===== src/hw/logic_eq_pkg.sv =====
// Purpose: shared constants and types for the logic equation engine
// Assumes: 25 MHz mclk, plain register port with read data one cycle later
// Notes:   all offsets are word indexes on the register port
package logic_eq_pkg;

    // ==========================================================
    // sizes
    localparam int NUM_EQ       = 8;
    localparam int EQ_IDX_W     = 3;
    localparam int NUM_EXT      = 32;
    localparam int SEL_W        = 6;
    localparam int NUM_SRC      = NUM_EXT + 3 * NUM_EQ;
    localparam int TMR_W        = 16;
    localparam int ADDR_W       = 8;
    localparam int DATA_W       = 32;

    // ==========================================================
    // register map: per-equation block of four words
    localparam logic [ADDR_W-1:0] REG_EQ_BASE   = 8'h00;
    localparam logic [1:0]        REG_EQ_SEL    = 2'h0;
    localparam logic [1:0]        REG_EQ_CTRL   = 2'h1;
    localparam logic [1:0]        REG_EQ_DELAY  = 2'h2;
    localparam logic [1:0]        REG_EQ_STATUS = 2'h3;
    localparam logic [ADDR_W-1:0] REG_EXT_IN    = 8'h20;
    localparam logic [ADDR_W-1:0] REG_OUT_ALL   = 8'h21;
    localparam logic [ADDR_W-1:0] REG_PASS_CNT  = 8'h22;

    // ==========================================================
    // ctrl field positions
    localparam int CTRL_INV_LSB  = 0;
    localparam int CTRL_RINV     = 4;
    localparam int CTRL_GATE_LSB = 5;
    localparam int CTRL_RSEL_LSB = 8;

    // ==========================================================
    // reset values
    localparam logic [23:0]      RST_SEL   = 24'h000000;
    localparam logic [13:0]      RST_CTRL  = 14'h0000;
    localparam logic [TMR_W-1:0] RST_DELAY = 16'h0000;

    // ==========================================================
    // source numbering: external inputs, then direct, latched, inverted
    localparam int SRC_DIRECT = NUM_EXT;
    localparam int SRC_LATCH  = NUM_EXT + NUM_EQ;
    localparam int SRC_NLATCH = NUM_EXT + 2 * NUM_EQ;

    typedef enum logic [2:0] {
        GATE_AND,
        GATE_OR,
        GATE_NAND,
        GATE_NOR,
        GATE_XOR,
        GATE_XNOR,
        GATE_PASS,
        GATE_OFF
    } gate_type;

endpackage


===== src/hw/logic_eq_engine.sv =====
// Purpose: sequential evaluator for an array of configurable logic equations
// Assumes: ext_in are asynchronous pins; one equation evaluated per mclk
// Notes:   delays count in evaluation passes of NUM_EQ cycles each
`timescale 1ns/1ps
module logic_eq_engine (
    input  wire logic                                 mclk,
    input  wire logic                                 reset_n,
    input  wire logic [logic_eq_pkg::NUM_EXT-1:0]     ext_in,
    input  wire logic [logic_eq_pkg::ADDR_W-1:0]      reg_addr,
    input  wire logic [logic_eq_pkg::DATA_W-1:0]      reg_wdata,
    input  wire logic                                 reg_wr,
    input  wire logic                                 reg_rd,
    output logic      [logic_eq_pkg::DATA_W-1:0]      reg_rdata,
    output logic      [logic_eq_pkg::NUM_EQ-1:0]      eq_direct,
    output logic      [logic_eq_pkg::NUM_EQ-1:0]      eq_latched,
    output logic      [logic_eq_pkg::NUM_EQ-1:0]      eq_latched_n,
    output logic                                      pass_done
);
    import logic_eq_pkg::*;

    // ==========================================================
    // input synchroniser
    logic [NUM_EXT-1:0] ext_meta_ff;
    logic [NUM_EXT-1:0] ext_sync_ff;

    always_ff @(posedge mclk) begin
        if (!reset_n) begin
            ext_meta_ff <= '0;
            ext_sync_ff <= '0;
        end else begin
            ext_meta_ff <= ext_in;
            ext_sync_ff <= ext_meta_ff;
        end
    end

    // ==========================================================
    // configuration registers
    logic [23:0]      sel_ff   [NUM_EQ];
    logic [13:0]      ctrl_ff  [NUM_EQ];
    logic [31:0]      delay_ff [NUM_EQ];
    logic [23:0]      nxt_sel   [NUM_EQ];
    logic [13:0]      nxt_ctrl  [NUM_EQ];
    logic [31:0]      nxt_delay [NUM_EQ];

    logic             hit_eq;
    logic [EQ_IDX_W-1:0] reg_eq;
    logic [1:0]       reg_word;

    assign hit_eq   = (reg_addr < REG_EXT_IN);
    assign reg_eq   = reg_addr[EQ_IDX_W+1:2];
    assign reg_word = reg_addr[1:0];

    // one write decoder per equation; the status word takes no write
    for (genvar e = 0; e < NUM_EQ; e++) begin : g_cfg
        logic wr_hit;

        assign wr_hit = reg_wr && hit_eq && (reg_eq == EQ_IDX_W'(e));

        always_comb begin
            nxt_sel[e]   = sel_ff[e];
            nxt_ctrl[e]  = ctrl_ff[e];
            nxt_delay[e] = delay_ff[e];
            if (wr_hit) begin
                unique case (reg_word)
                    REG_EQ_SEL: begin
                        nxt_sel[e] = reg_wdata[23:0];
                    end
                    REG_EQ_CTRL: begin
                        nxt_ctrl[e] = reg_wdata[13:0];
                    end
                    REG_EQ_DELAY: begin
                        nxt_delay[e] = reg_wdata;
                    end
                    REG_EQ_STATUS: begin
                        nxt_sel[e] = sel_ff[e];
                    end
                endcase
            end
        end

        always_ff @(posedge mclk) begin
            if (!reset_n) begin
                sel_ff[e]   <= RST_SEL;
                ctrl_ff[e]  <= RST_CTRL;
                delay_ff[e] <= {RST_DELAY, RST_DELAY};
            end else begin
                sel_ff[e]   <= nxt_sel[e];
                ctrl_ff[e]  <= nxt_ctrl[e];
                delay_ff[e] <= nxt_delay[e];
            end
        end
    end

    // ==========================================================
    // equation state
    logic [EQ_IDX_W-1:0] idx_ff;
    logic [EQ_IDX_W-1:0] nxt_idx;
    logic [NUM_EQ-1:0]   dir_ff;
    logic [NUM_EQ-1:0]   lat_ff;
    logic [NUM_EQ-1:0]   nxt_dir;
    logic [NUM_EQ-1:0]   nxt_lat;
    logic [TMR_W-1:0]    cnt_ff [NUM_EQ];
    logic [TMR_W-1:0]    nxt_cnt [NUM_EQ];
    logic [3:0]          gin_ff  [NUM_EQ];
    logic [3:0]          nxt_gin [NUM_EQ];
    logic [NUM_EQ-1:0]   gate_ff;
    logic [NUM_EQ-1:0]   nxt_gate;
    logic [NUM_EQ-1:0]   rst_ff;
    logic [NUM_EQ-1:0]   nxt_rst;
    logic [15:0]         pass_cnt_ff;
    logic [15:0]         nxt_pass_cnt;
    logic                done_ff;
    logic                nxt_done;

    // source vector; the live dir/lat regs mean lower equations already
    // carry this pass's values and higher ones still the previous pass
    logic [NUM_SRC-1:0]  src;
    logic [63:0]         src_pad;
    assign src = {~lat_ff, lat_ff, dir_ff, ext_sync_ff};
    // codes past the last source read low, never unknown
    assign src_pad = {8'h00, src};

    // ==========================================================
    // one equation per cycle
    logic [23:0]      cur_sel;
    logic [13:0]      cur_ctrl;
    logic [TMR_W-1:0] on_dly;
    logic [TMR_W-1:0] off_dly;
    logic [3:0]       gin;
    logic             g;
    logic             clr;
    logic             tout;
    logic [TMR_W-1:0] cnt;
    gate_type         gsel;

    always_comb begin
        cur_sel  = sel_ff[idx_ff];
        cur_ctrl = ctrl_ff[idx_ff];
        on_dly   = delay_ff[idx_ff][TMR_W-1:0];
        off_dly  = delay_ff[idx_ff][2*TMR_W-1:TMR_W];
        gsel     = gate_type'(cur_ctrl[CTRL_GATE_LSB +: 3]);
    end

    // four selected, optionally inverted gate inputs
    for (genvar k = 0; k < 4; k++) begin : g_gin
        assign gin[k] = src_pad[cur_sel[k*SEL_W +: SEL_W]] ^ cur_ctrl[CTRL_INV_LSB + k];
    end

    // ==========================================================
    // gate
    always_comb begin
        unique case (gsel)
            GATE_AND:  g = &gin;
            GATE_OR:   g = |gin;
            GATE_NAND: g = ~&gin;
            GATE_NOR:  g = ~|gin;
            GATE_XOR:  g = ^gin;
            GATE_XNOR: g = ~^gin;
            GATE_PASS: g = gin[0];
            GATE_OFF:  g = 1'b0;
        endcase
    end

    assign clr = src_pad[cur_ctrl[CTRL_RSEL_LSB +: SEL_W]] ^ cur_ctrl[CTRL_RINV];

    // ==========================================================
    // timer: count passes while gate differs from output
    always_comb begin
        cnt  = cnt_ff[idx_ff];
        tout = dir_ff[idx_ff];
        // compare before counting, so a full-scale delay cannot wrap
        if (g == tout) begin
            cnt = '0;
        end else if (cnt >= (g ? on_dly : off_dly)) begin
            tout = g;
            cnt  = '0;
        end else begin
            cnt = cnt + 16'h0001;
        end
        for (int i = 0; i < NUM_EQ; i++) begin
            nxt_cnt[i] = cnt_ff[i];
        end
        nxt_cnt[idx_ff] = cnt;
    end

    always_ff @(posedge mclk) begin
        if (!reset_n) begin
            for (int i = 0; i < NUM_EQ; i++) begin
                cnt_ff[i] <= '0;
            end
        end else begin
            for (int i = 0; i < NUM_EQ; i++) begin
                cnt_ff[i] <= nxt_cnt[i];
            end
        end
    end

    // ==========================================================
    // outputs, latch and observed state
    always_comb begin
        nxt_dir  = dir_ff;
        nxt_lat  = lat_ff;
        nxt_gin  = gin_ff;
        nxt_gate = gate_ff;
        nxt_rst  = rst_ff;
        nxt_dir[idx_ff]  = tout;
        nxt_gin[idx_ff]  = gin;
        nxt_gate[idx_ff] = g;
        nxt_rst[idx_ff]  = clr;
        if (clr) begin
            nxt_lat[idx_ff] = 1'b0;
        end else if (tout) begin
            nxt_lat[idx_ff] = 1'b1;
        end
    end

    always_ff @(posedge mclk) begin
        if (!reset_n) begin
            dir_ff  <= '0;
            lat_ff  <= '0;
            gate_ff <= '0;
            rst_ff  <= '0;
            for (int i = 0; i < NUM_EQ; i++) begin
                gin_ff[i] <= '0;
            end
        end else begin
            dir_ff  <= nxt_dir;
            lat_ff  <= nxt_lat;
            gate_ff <= nxt_gate;
            rst_ff  <= nxt_rst;
            for (int i = 0; i < NUM_EQ; i++) begin
                gin_ff[i] <= nxt_gin[i];
            end
        end
    end

    // ==========================================================
    // ascending scan that wraps forever
    always_comb begin
        nxt_idx      = idx_ff + EQ_IDX_W'(1);
        nxt_done     = (idx_ff == EQ_IDX_W'(NUM_EQ - 1));
        nxt_pass_cnt = nxt_done ? pass_cnt_ff + 16'h0001 : pass_cnt_ff;
    end

    always_ff @(posedge mclk) begin
        if (!reset_n) begin
            idx_ff      <= '0;
            pass_cnt_ff <= '0;
            done_ff     <= 1'b0;
        end else begin
            idx_ff      <= nxt_idx;
            pass_cnt_ff <= nxt_pass_cnt;
            done_ff     <= nxt_done;
        end
    end

    // ==========================================================
    // outputs to relays and blockings
    assign eq_direct    = dir_ff;
    assign eq_latched   = lat_ff;
    assign eq_latched_n = ~lat_ff;
    assign pass_done    = done_ff;

    // ==========================================================
    // read port, data one cycle after the strobe
    logic [DATA_W-1:0] rdata_ff;
    logic [DATA_W-1:0] nxt_rdata;

    // status word per equation, gathered once for the read mux
    logic [DATA_W-1:0] status_word [NUM_EQ];

    for (genvar e = 0; e < NUM_EQ; e++) begin : g_status
        assign status_word[e] = {23'h000000, rst_ff[e], gate_ff[e], ~lat_ff[e],
                                 lat_ff[e], dir_ff[e], gin_ff[e]};
    end

    always_comb begin
        nxt_rdata = '0;
        if (reg_rd && hit_eq) begin
            unique case (reg_word)
                REG_EQ_SEL: begin
                    nxt_rdata = {8'h00, sel_ff[reg_eq]};
                end
                REG_EQ_CTRL: begin
                    nxt_rdata = {18'h00000, ctrl_ff[reg_eq]};
                end
                REG_EQ_DELAY: begin
                    nxt_rdata = delay_ff[reg_eq];
                end
                REG_EQ_STATUS: begin
                    nxt_rdata = status_word[reg_eq];
                end
            endcase
        end else if (reg_rd) begin
            case (reg_addr)
                REG_EXT_IN: begin
                    nxt_rdata = ext_sync_ff;
                end
                REG_OUT_ALL: begin
                    nxt_rdata = {8'h00, ~lat_ff, lat_ff, dir_ff};
                end
                REG_PASS_CNT: begin
                    nxt_rdata = {16'h0000, pass_cnt_ff};
                end
                default: begin
                    nxt_rdata = '0;
                end
            endcase
        end
    end

    always_ff @(posedge mclk) begin
        if (!reset_n) begin
            rdata_ff <= '0;
        end else begin
            rdata_ff <= nxt_rdata;
        end
    end

    assign reg_rdata = rdata_ff;

endmodule


===== config.mk =====
export PLATFORM = sky130hd
export DESIGN_NAME = logic_eq_engine
export DESIGN_NICKNAME = d
export VERILOG_FILES = /design/src/hw/logic_eq_pkg.sv /design/src/hw/logic_eq_engine.sv
export SDC_FILE = /design/constraint.sdc
export NUM_CORES = 2
export LEC_CHECK = 0
export BUFFER_PORTS_ARGS = -buffer_cell sky130_fd_sc_hd__buf_2
export CORE_UTILIZATION = 40
export CTS_CLUSTER_DIAMETER = 150
export DETAILED_ROUTE_END_ITERATION = 10
export GPL_TIMING_DRIVEN = 0
export HOLD_SLACK_MARGIN = 0.02
export SLEW_MARGIN = 20
export SYNTH_ARGS = -nofsm -noshare
export SYNTH_HDL_FRONTEND = slang
export SYNTH_SLANG_ARGS = --single-unit

===== constraint.sdc =====
create_clock -name mclk -period 22.6 [get_ports mclk]
set_input_delay 3.39 -clock mclk [delete_from_list [all_inputs] [get_ports mclk]]
set_output_delay 3.39 -clock mclk [all_outputs]
set_load 0.005 [all_outputs]

* Word level (Yosys, flattened, before mapping)
Memory sizes are Yosys's and may differ from the RTL's. A register that Yosys moved wholly into a read port is not among the register bits.
Cells that the tools add are included.
** Operators by class
- Equal/unequal tests :: 70
- Order comparisons :: 12
- Reduce and logical (&&, ||, !) cells :: 46
- Multiplexer cells :: 124
- Bitwise operators :: 51
- Add/sub/neg operators :: 3
** Operators by type and width (count)
- $mux W32 :: 28
- $mux W24 :: 24
- $mux W14 :: 24
- $mux W16 :: 12
- $bwmux W128 :: 1
- $pmux W32 S4 :: 1
- $bmux W32 S3 :: 1
- $pmux W32 S3 :: 1
- $reduce_and A3 Y1 :: 24
- $demux W16 S3 :: 1
- $ne A2 B2 Y1 const B :: 24
- $lt A6 B7 Y1 const B :: 5
- $add A16 B1 Y16 const B :: 2
- $bwmux W32 :: 1
- $or A1 B1 Y1 :: 32
- $bmux W1 S6 :: 5
- $eq A3 B3 Y1 const B :: 9
- $bwmux W8 :: 3
- $eq A8 B6 Y1 const B :: 3
- $ne A1 B1 Y1 const B :: 24
- $ge A16 B16 Y1 :: 1
- $mux W8 :: 2
- $not A8 Y8 :: 2
- $demux W4 S3 :: 1
- 31 further kinds :: 75
** Storage, ports and cells
- Memories kept :: 4
- Output and inout bits :: 57
- Word-level logic and storage cells :: 328
- Register bits :: 180
- Bits in writable memories :: 688
** Memory list
- delay_ff :: depth 8, bits a word 32, read ports 2, clocked after Yosys merged registers in 1, write ports 8, line logic_eq_engine.sv:40 : logic [31:0] delay_ff [NUM_EQ];
- sel_ff :: depth 8, bits a word 24, read ports 2, clocked after Yosys merged registers in 1, write ports 8, line logic_eq_engine.sv:38 : logic [23:0] sel_ff [NUM_EQ];
- cnt_ff :: depth 8, bits a word 16, read ports 9, clocked after Yosys merged registers in 1, write ports 8, line logic_eq_engine.sv:102 : logic [TMR_W-1:0] cnt_ff [NUM_EQ];
- ctrl_ff :: depth 8, bits a word 14, read ports 2, clocked after Yosys merged registers in 1, write ports 8, line logic_eq_engine.sv:39 : logic [13:0] ctrl_ff [NUM_EQ];

* Logic depth before layout (Yosys ltp)
- Depth in word-level cells :: 13
- Mapped depth :: 49
- Gate-level depth less buffers :: 36

* Worst setup path before layout
No wires, ideal clock.
- Path type :: input-to-reg
- Start :: input port reg_addr[2] (netlist name)
- End :: memory delay_ff[1][0] (enable)
- Library setup time :: 0.466 ns
- Slack :: 13.951 ns
- Required time :: 22.134 ns
- Arrival time :: 8.184 ns
- Cell stages on the path :: 8
- Cell sequence :: clkbuf_1 clkbuf_1 buf_1 clkbuf_1 clkbuf_1 nor2b_1 nand2_1 o21ai_0
** RTL lines
- from (decl) :: line logic_eq_engine.sv:9 : input wire logic [logic_eq_pkg::ADDR_W-1:0] reg_addr,
- to (decl) :: line logic_eq_engine.sv:40

==> flow_summary.yaml <==
run_status:
  status: "finished clean"
timing:
  tightest_slew_ns: 1.37
  setup_viol_count_final: 0
  rsz0062_at_grt: "false"
  hold_violations: 0
  timing.hold.ws_ns: 0.430
  period_needed_ns: 12.64
  post-route-period-util: 0.559
  clock_skew_ns: 0.0380
  slew-limit-headroom: 0.0857
  fmax_mhz: 79.1
  final.setup.tns_ns: 0
  finalMaxSlewViolations: 0
cells_and_area:
  seq_area_um2: 23000
  drive_above_1_share: 0.177
  fill_cells: 10176
  fin_nets: 4281
  syn_to_final_growth_pct: 15.6
  multi_input_area_um2: 20500
  utilization: 0.468
synth:
  synth_compound_area_frac: 0.112
  synth_seq_cells: 868
  synth_edf_count: 560
  synth_top_cell_by_area: "edfxtp_1"
  seq_area_frac_synth: 0.512
  synth_warnings: 0
  synth_top_area_frac: 0.374
  syn-num-nets: 4010
  synth-simple-area-share: 0.165
  ys_top_cells_by_area: "edfxtp_1, dfxtp_1, mux4_2, and2_1, mux2i_1"
  yosys.area_share.adder: 0.00641
  synth_ff_type: "edfxtp_1"
  synthCells: 3911
  netlist-cell-type-count: 77
  synthArstFlopShare: 0
  synthMuxAreaShare: 0.160
  synth_xor_area_frac: 0.00719
  syn_avg_cell_area_um2: 11.5
  synth_area_um2: 44900
  synth_top_family_by_area: "simple AND/OR/NAND/NOR gates"
pwr:
  p_leak_nw: 18.4
  p_comb_frac: 0.218
  powerDensity_nw_per_um2: 85.3
  p_int_mw: 2.98
  seqPwrFrac: 0.408
  power.switching_mw: 1.45
  netSwitchingFraction: 0.327
  clkPwrFrac: 0.374
  peakVddDrop_v: 0.0000639
cts:
  cts_root_buf: "clkbuf_16"
  clkLatencyLatePin_ns: 0.72
  cts_sinks: 868
  hold_buffers: 0
  cts_tree: "yes"
  cts_inserted_buffers: 96
  cts_setup_buffers: 0
  cts_htree_levels: 3
  path_clk_slew_ns: 0.06
  cts_buffer_depth: 3
  cts.repair.resized: 0
critical_path:
  worstSetupPathType: "register to register"
  path_buf_inv: 12
  critical_path.slowest_cell: "nor2_1"
  crit_path_start_kind: "register"
  worstPathMaxFanout: 10
  cpLargestDelayFamily: "buffers and inverters"
  required_ns: 23.23
  cp-end-kind: "register"
  crit_cells: 46
  slowest_delay_ns: 0.79
  critPathArrivalTime_ns: 13.26
  rr_worst_depth: 46
floorplan:
  rows: 122
  initial_core_util: 0.405
  die_w_um: 337
  io_pins: 133
  die_height_um: 337
  dieArea_um2: 114000
  core_region_area_um2: 111000
routing:
  drt_iter0_drc: 6402
  drt-wirelength-per-cell_um: 35.9
  drc: 0
  vias: 37491
  wl_mm: 207
  ant_nets: 0
  via_per_inst: 6.50
  drt_pre_antenna_iters: 6
grt:
  grt_first_pass_wirelength_mm: 280
  grt_util_all_layers: 0.359
  grt_max_degree: 19
  grt.overflow.total: 0
  grt_antenna_before_repair: 23
  grt_pass1_vias: 34581
place:
  place.gp.congestion: 1.06
  dp_hpwl_mm: 151
  numPortBuffers: 128
worst_hold_path:
  hold_path_class: "register to register"
  min_delay_path_depth: 1
flow_run:
  maxCapViolCount: 0
worst paths after layout:
kind	startpoint	to	slack, ns
setup reg to reg	idx_ff[2]	cnt_ff[4][13]	9.96
hold reg to reg	ext_meta_ff[31]	ext_sync_ff[31]	0.43
hold / removal	ext_meta_ff[31]	ext_sync_ff[31]	0.43
setup / recovery	idx_ff[2]	cnt_ff[4][13]	9.96
stage by stage:
step                      cell area [um2]  std cells  power (mW)  setup slack (ns)
after floorplan                     44900       3911        2.31             13.95
final                               51900       5768        4.43              9.96
after global placement              47400       5527        2.73              8.84
after detailed placement            48600       5570        2.75             10.39
after global routing                51900       5751        4.49              9.67
after CTS                           51900       5748        4.37             10.35
synthesized netlist by cell type, types with 10 or more instances:
cell / n
a211oi_1: 37
a21boi_0: 17
a21oi_1: 86
a221o_1: 11
a221oi_1: 48
a22o_1: 26
a22oi_1: 82
and2_1: 695
and3_1: 19
buf_1: 24
buf_2: 45
buf_4: 12
clkbuf_1: 268
dfxtp_1: 308
edfxtp_1: 560
ha_1: 23
inv_1: 39
mux2_2: 55
mux2i_1: 173
mux4_2: 213
nand2_1: 285
nand3_1: 131
nand4_1: 42
nor2_1: 141
nor2b_1: 14
nor3_1: 25
o211a_1: 16
o211ai_1: 10
o21ai_0: 140
o21ai_1: 101
o221ai_1: 13
o22a_1: 10
o22ai_1: 96
xnor2_1: 26
state kept, by name (all words and copies together), names as in the netlist, named ones only:
name,count
ext_meta_ff,32
pass_cnt_ff,16
idx_ff,3
ctrl_ff,112
delay_ff,256
gin_ff,32
ext_sync_ff,32
reg_rdata,32
eq_direct,8
cnt_ff,128
pass_done,1
rst_ff,8
sel_ff,192
gate_ff,8
kinds of logic (layout without fill, tap and decap cells):
kind of cell | after synthesis | count (layout)
other | 0 | 18
xor gates and xnor gates | 36 | 36
muxes | 444 | 444
adders and majority gates | 23 | 23
DFF | 868 | 868
and+or+nand+nor | 1383 | 1383
buffers and inverters | 403 | 754
AOI/OAI and AO/OA | 754 | 754
layer usage:
metal | vias up | share of wire | GRT usage
li1 | 15114 | - | -
met4 | 18 | 0.078 | 0.235
met2 | 3232 | 0.41 | 0.509
met5 | - | 0.00067 | 0
met3 | 736 | 0.15 | 0.142
met1 | 18391 | 0.36 | 0.451
cell type report:
cell class                      instances  area share
Antenna cell                           18    0.000867
Buffer                                361      0.0303
Clock buffer                          122      0.0501
Clock inverter                         56      0.0128
Inverter                               42     0.00304
Multi-Input combinational cell       2640       0.395
Sequential cell                       868       0.443
Tap cell                             1488      0.0358
Timing Repair Buffer                  173      0.0296
power groups by stage:
stage	Combinational (mW)	Sequential (mW)	Clock, mW
CTS	0.913	1.80	1.65
detailed placement	0.912	1.84	0
floorplan	0.496	1.82	0
global placement	0.883	1.84	0
global route	0.968	1.81	1.71
finish	0.965	1.81	1.66
placed cells by master (no fill, tap or decap), drive strengths merged, types with 82 or more instances in the layout:
cell and count:
buf 262, edfxtp 560, nor2 141, a22oi 82
mux2i 176, nand2 286, o22ai 98, nand3 131
mux4 213, dfxtp 308, and2 695, clkbuf 394
a21oi 86, o21ai 241
Note: power is estimated with default switching activity, not from simulation.
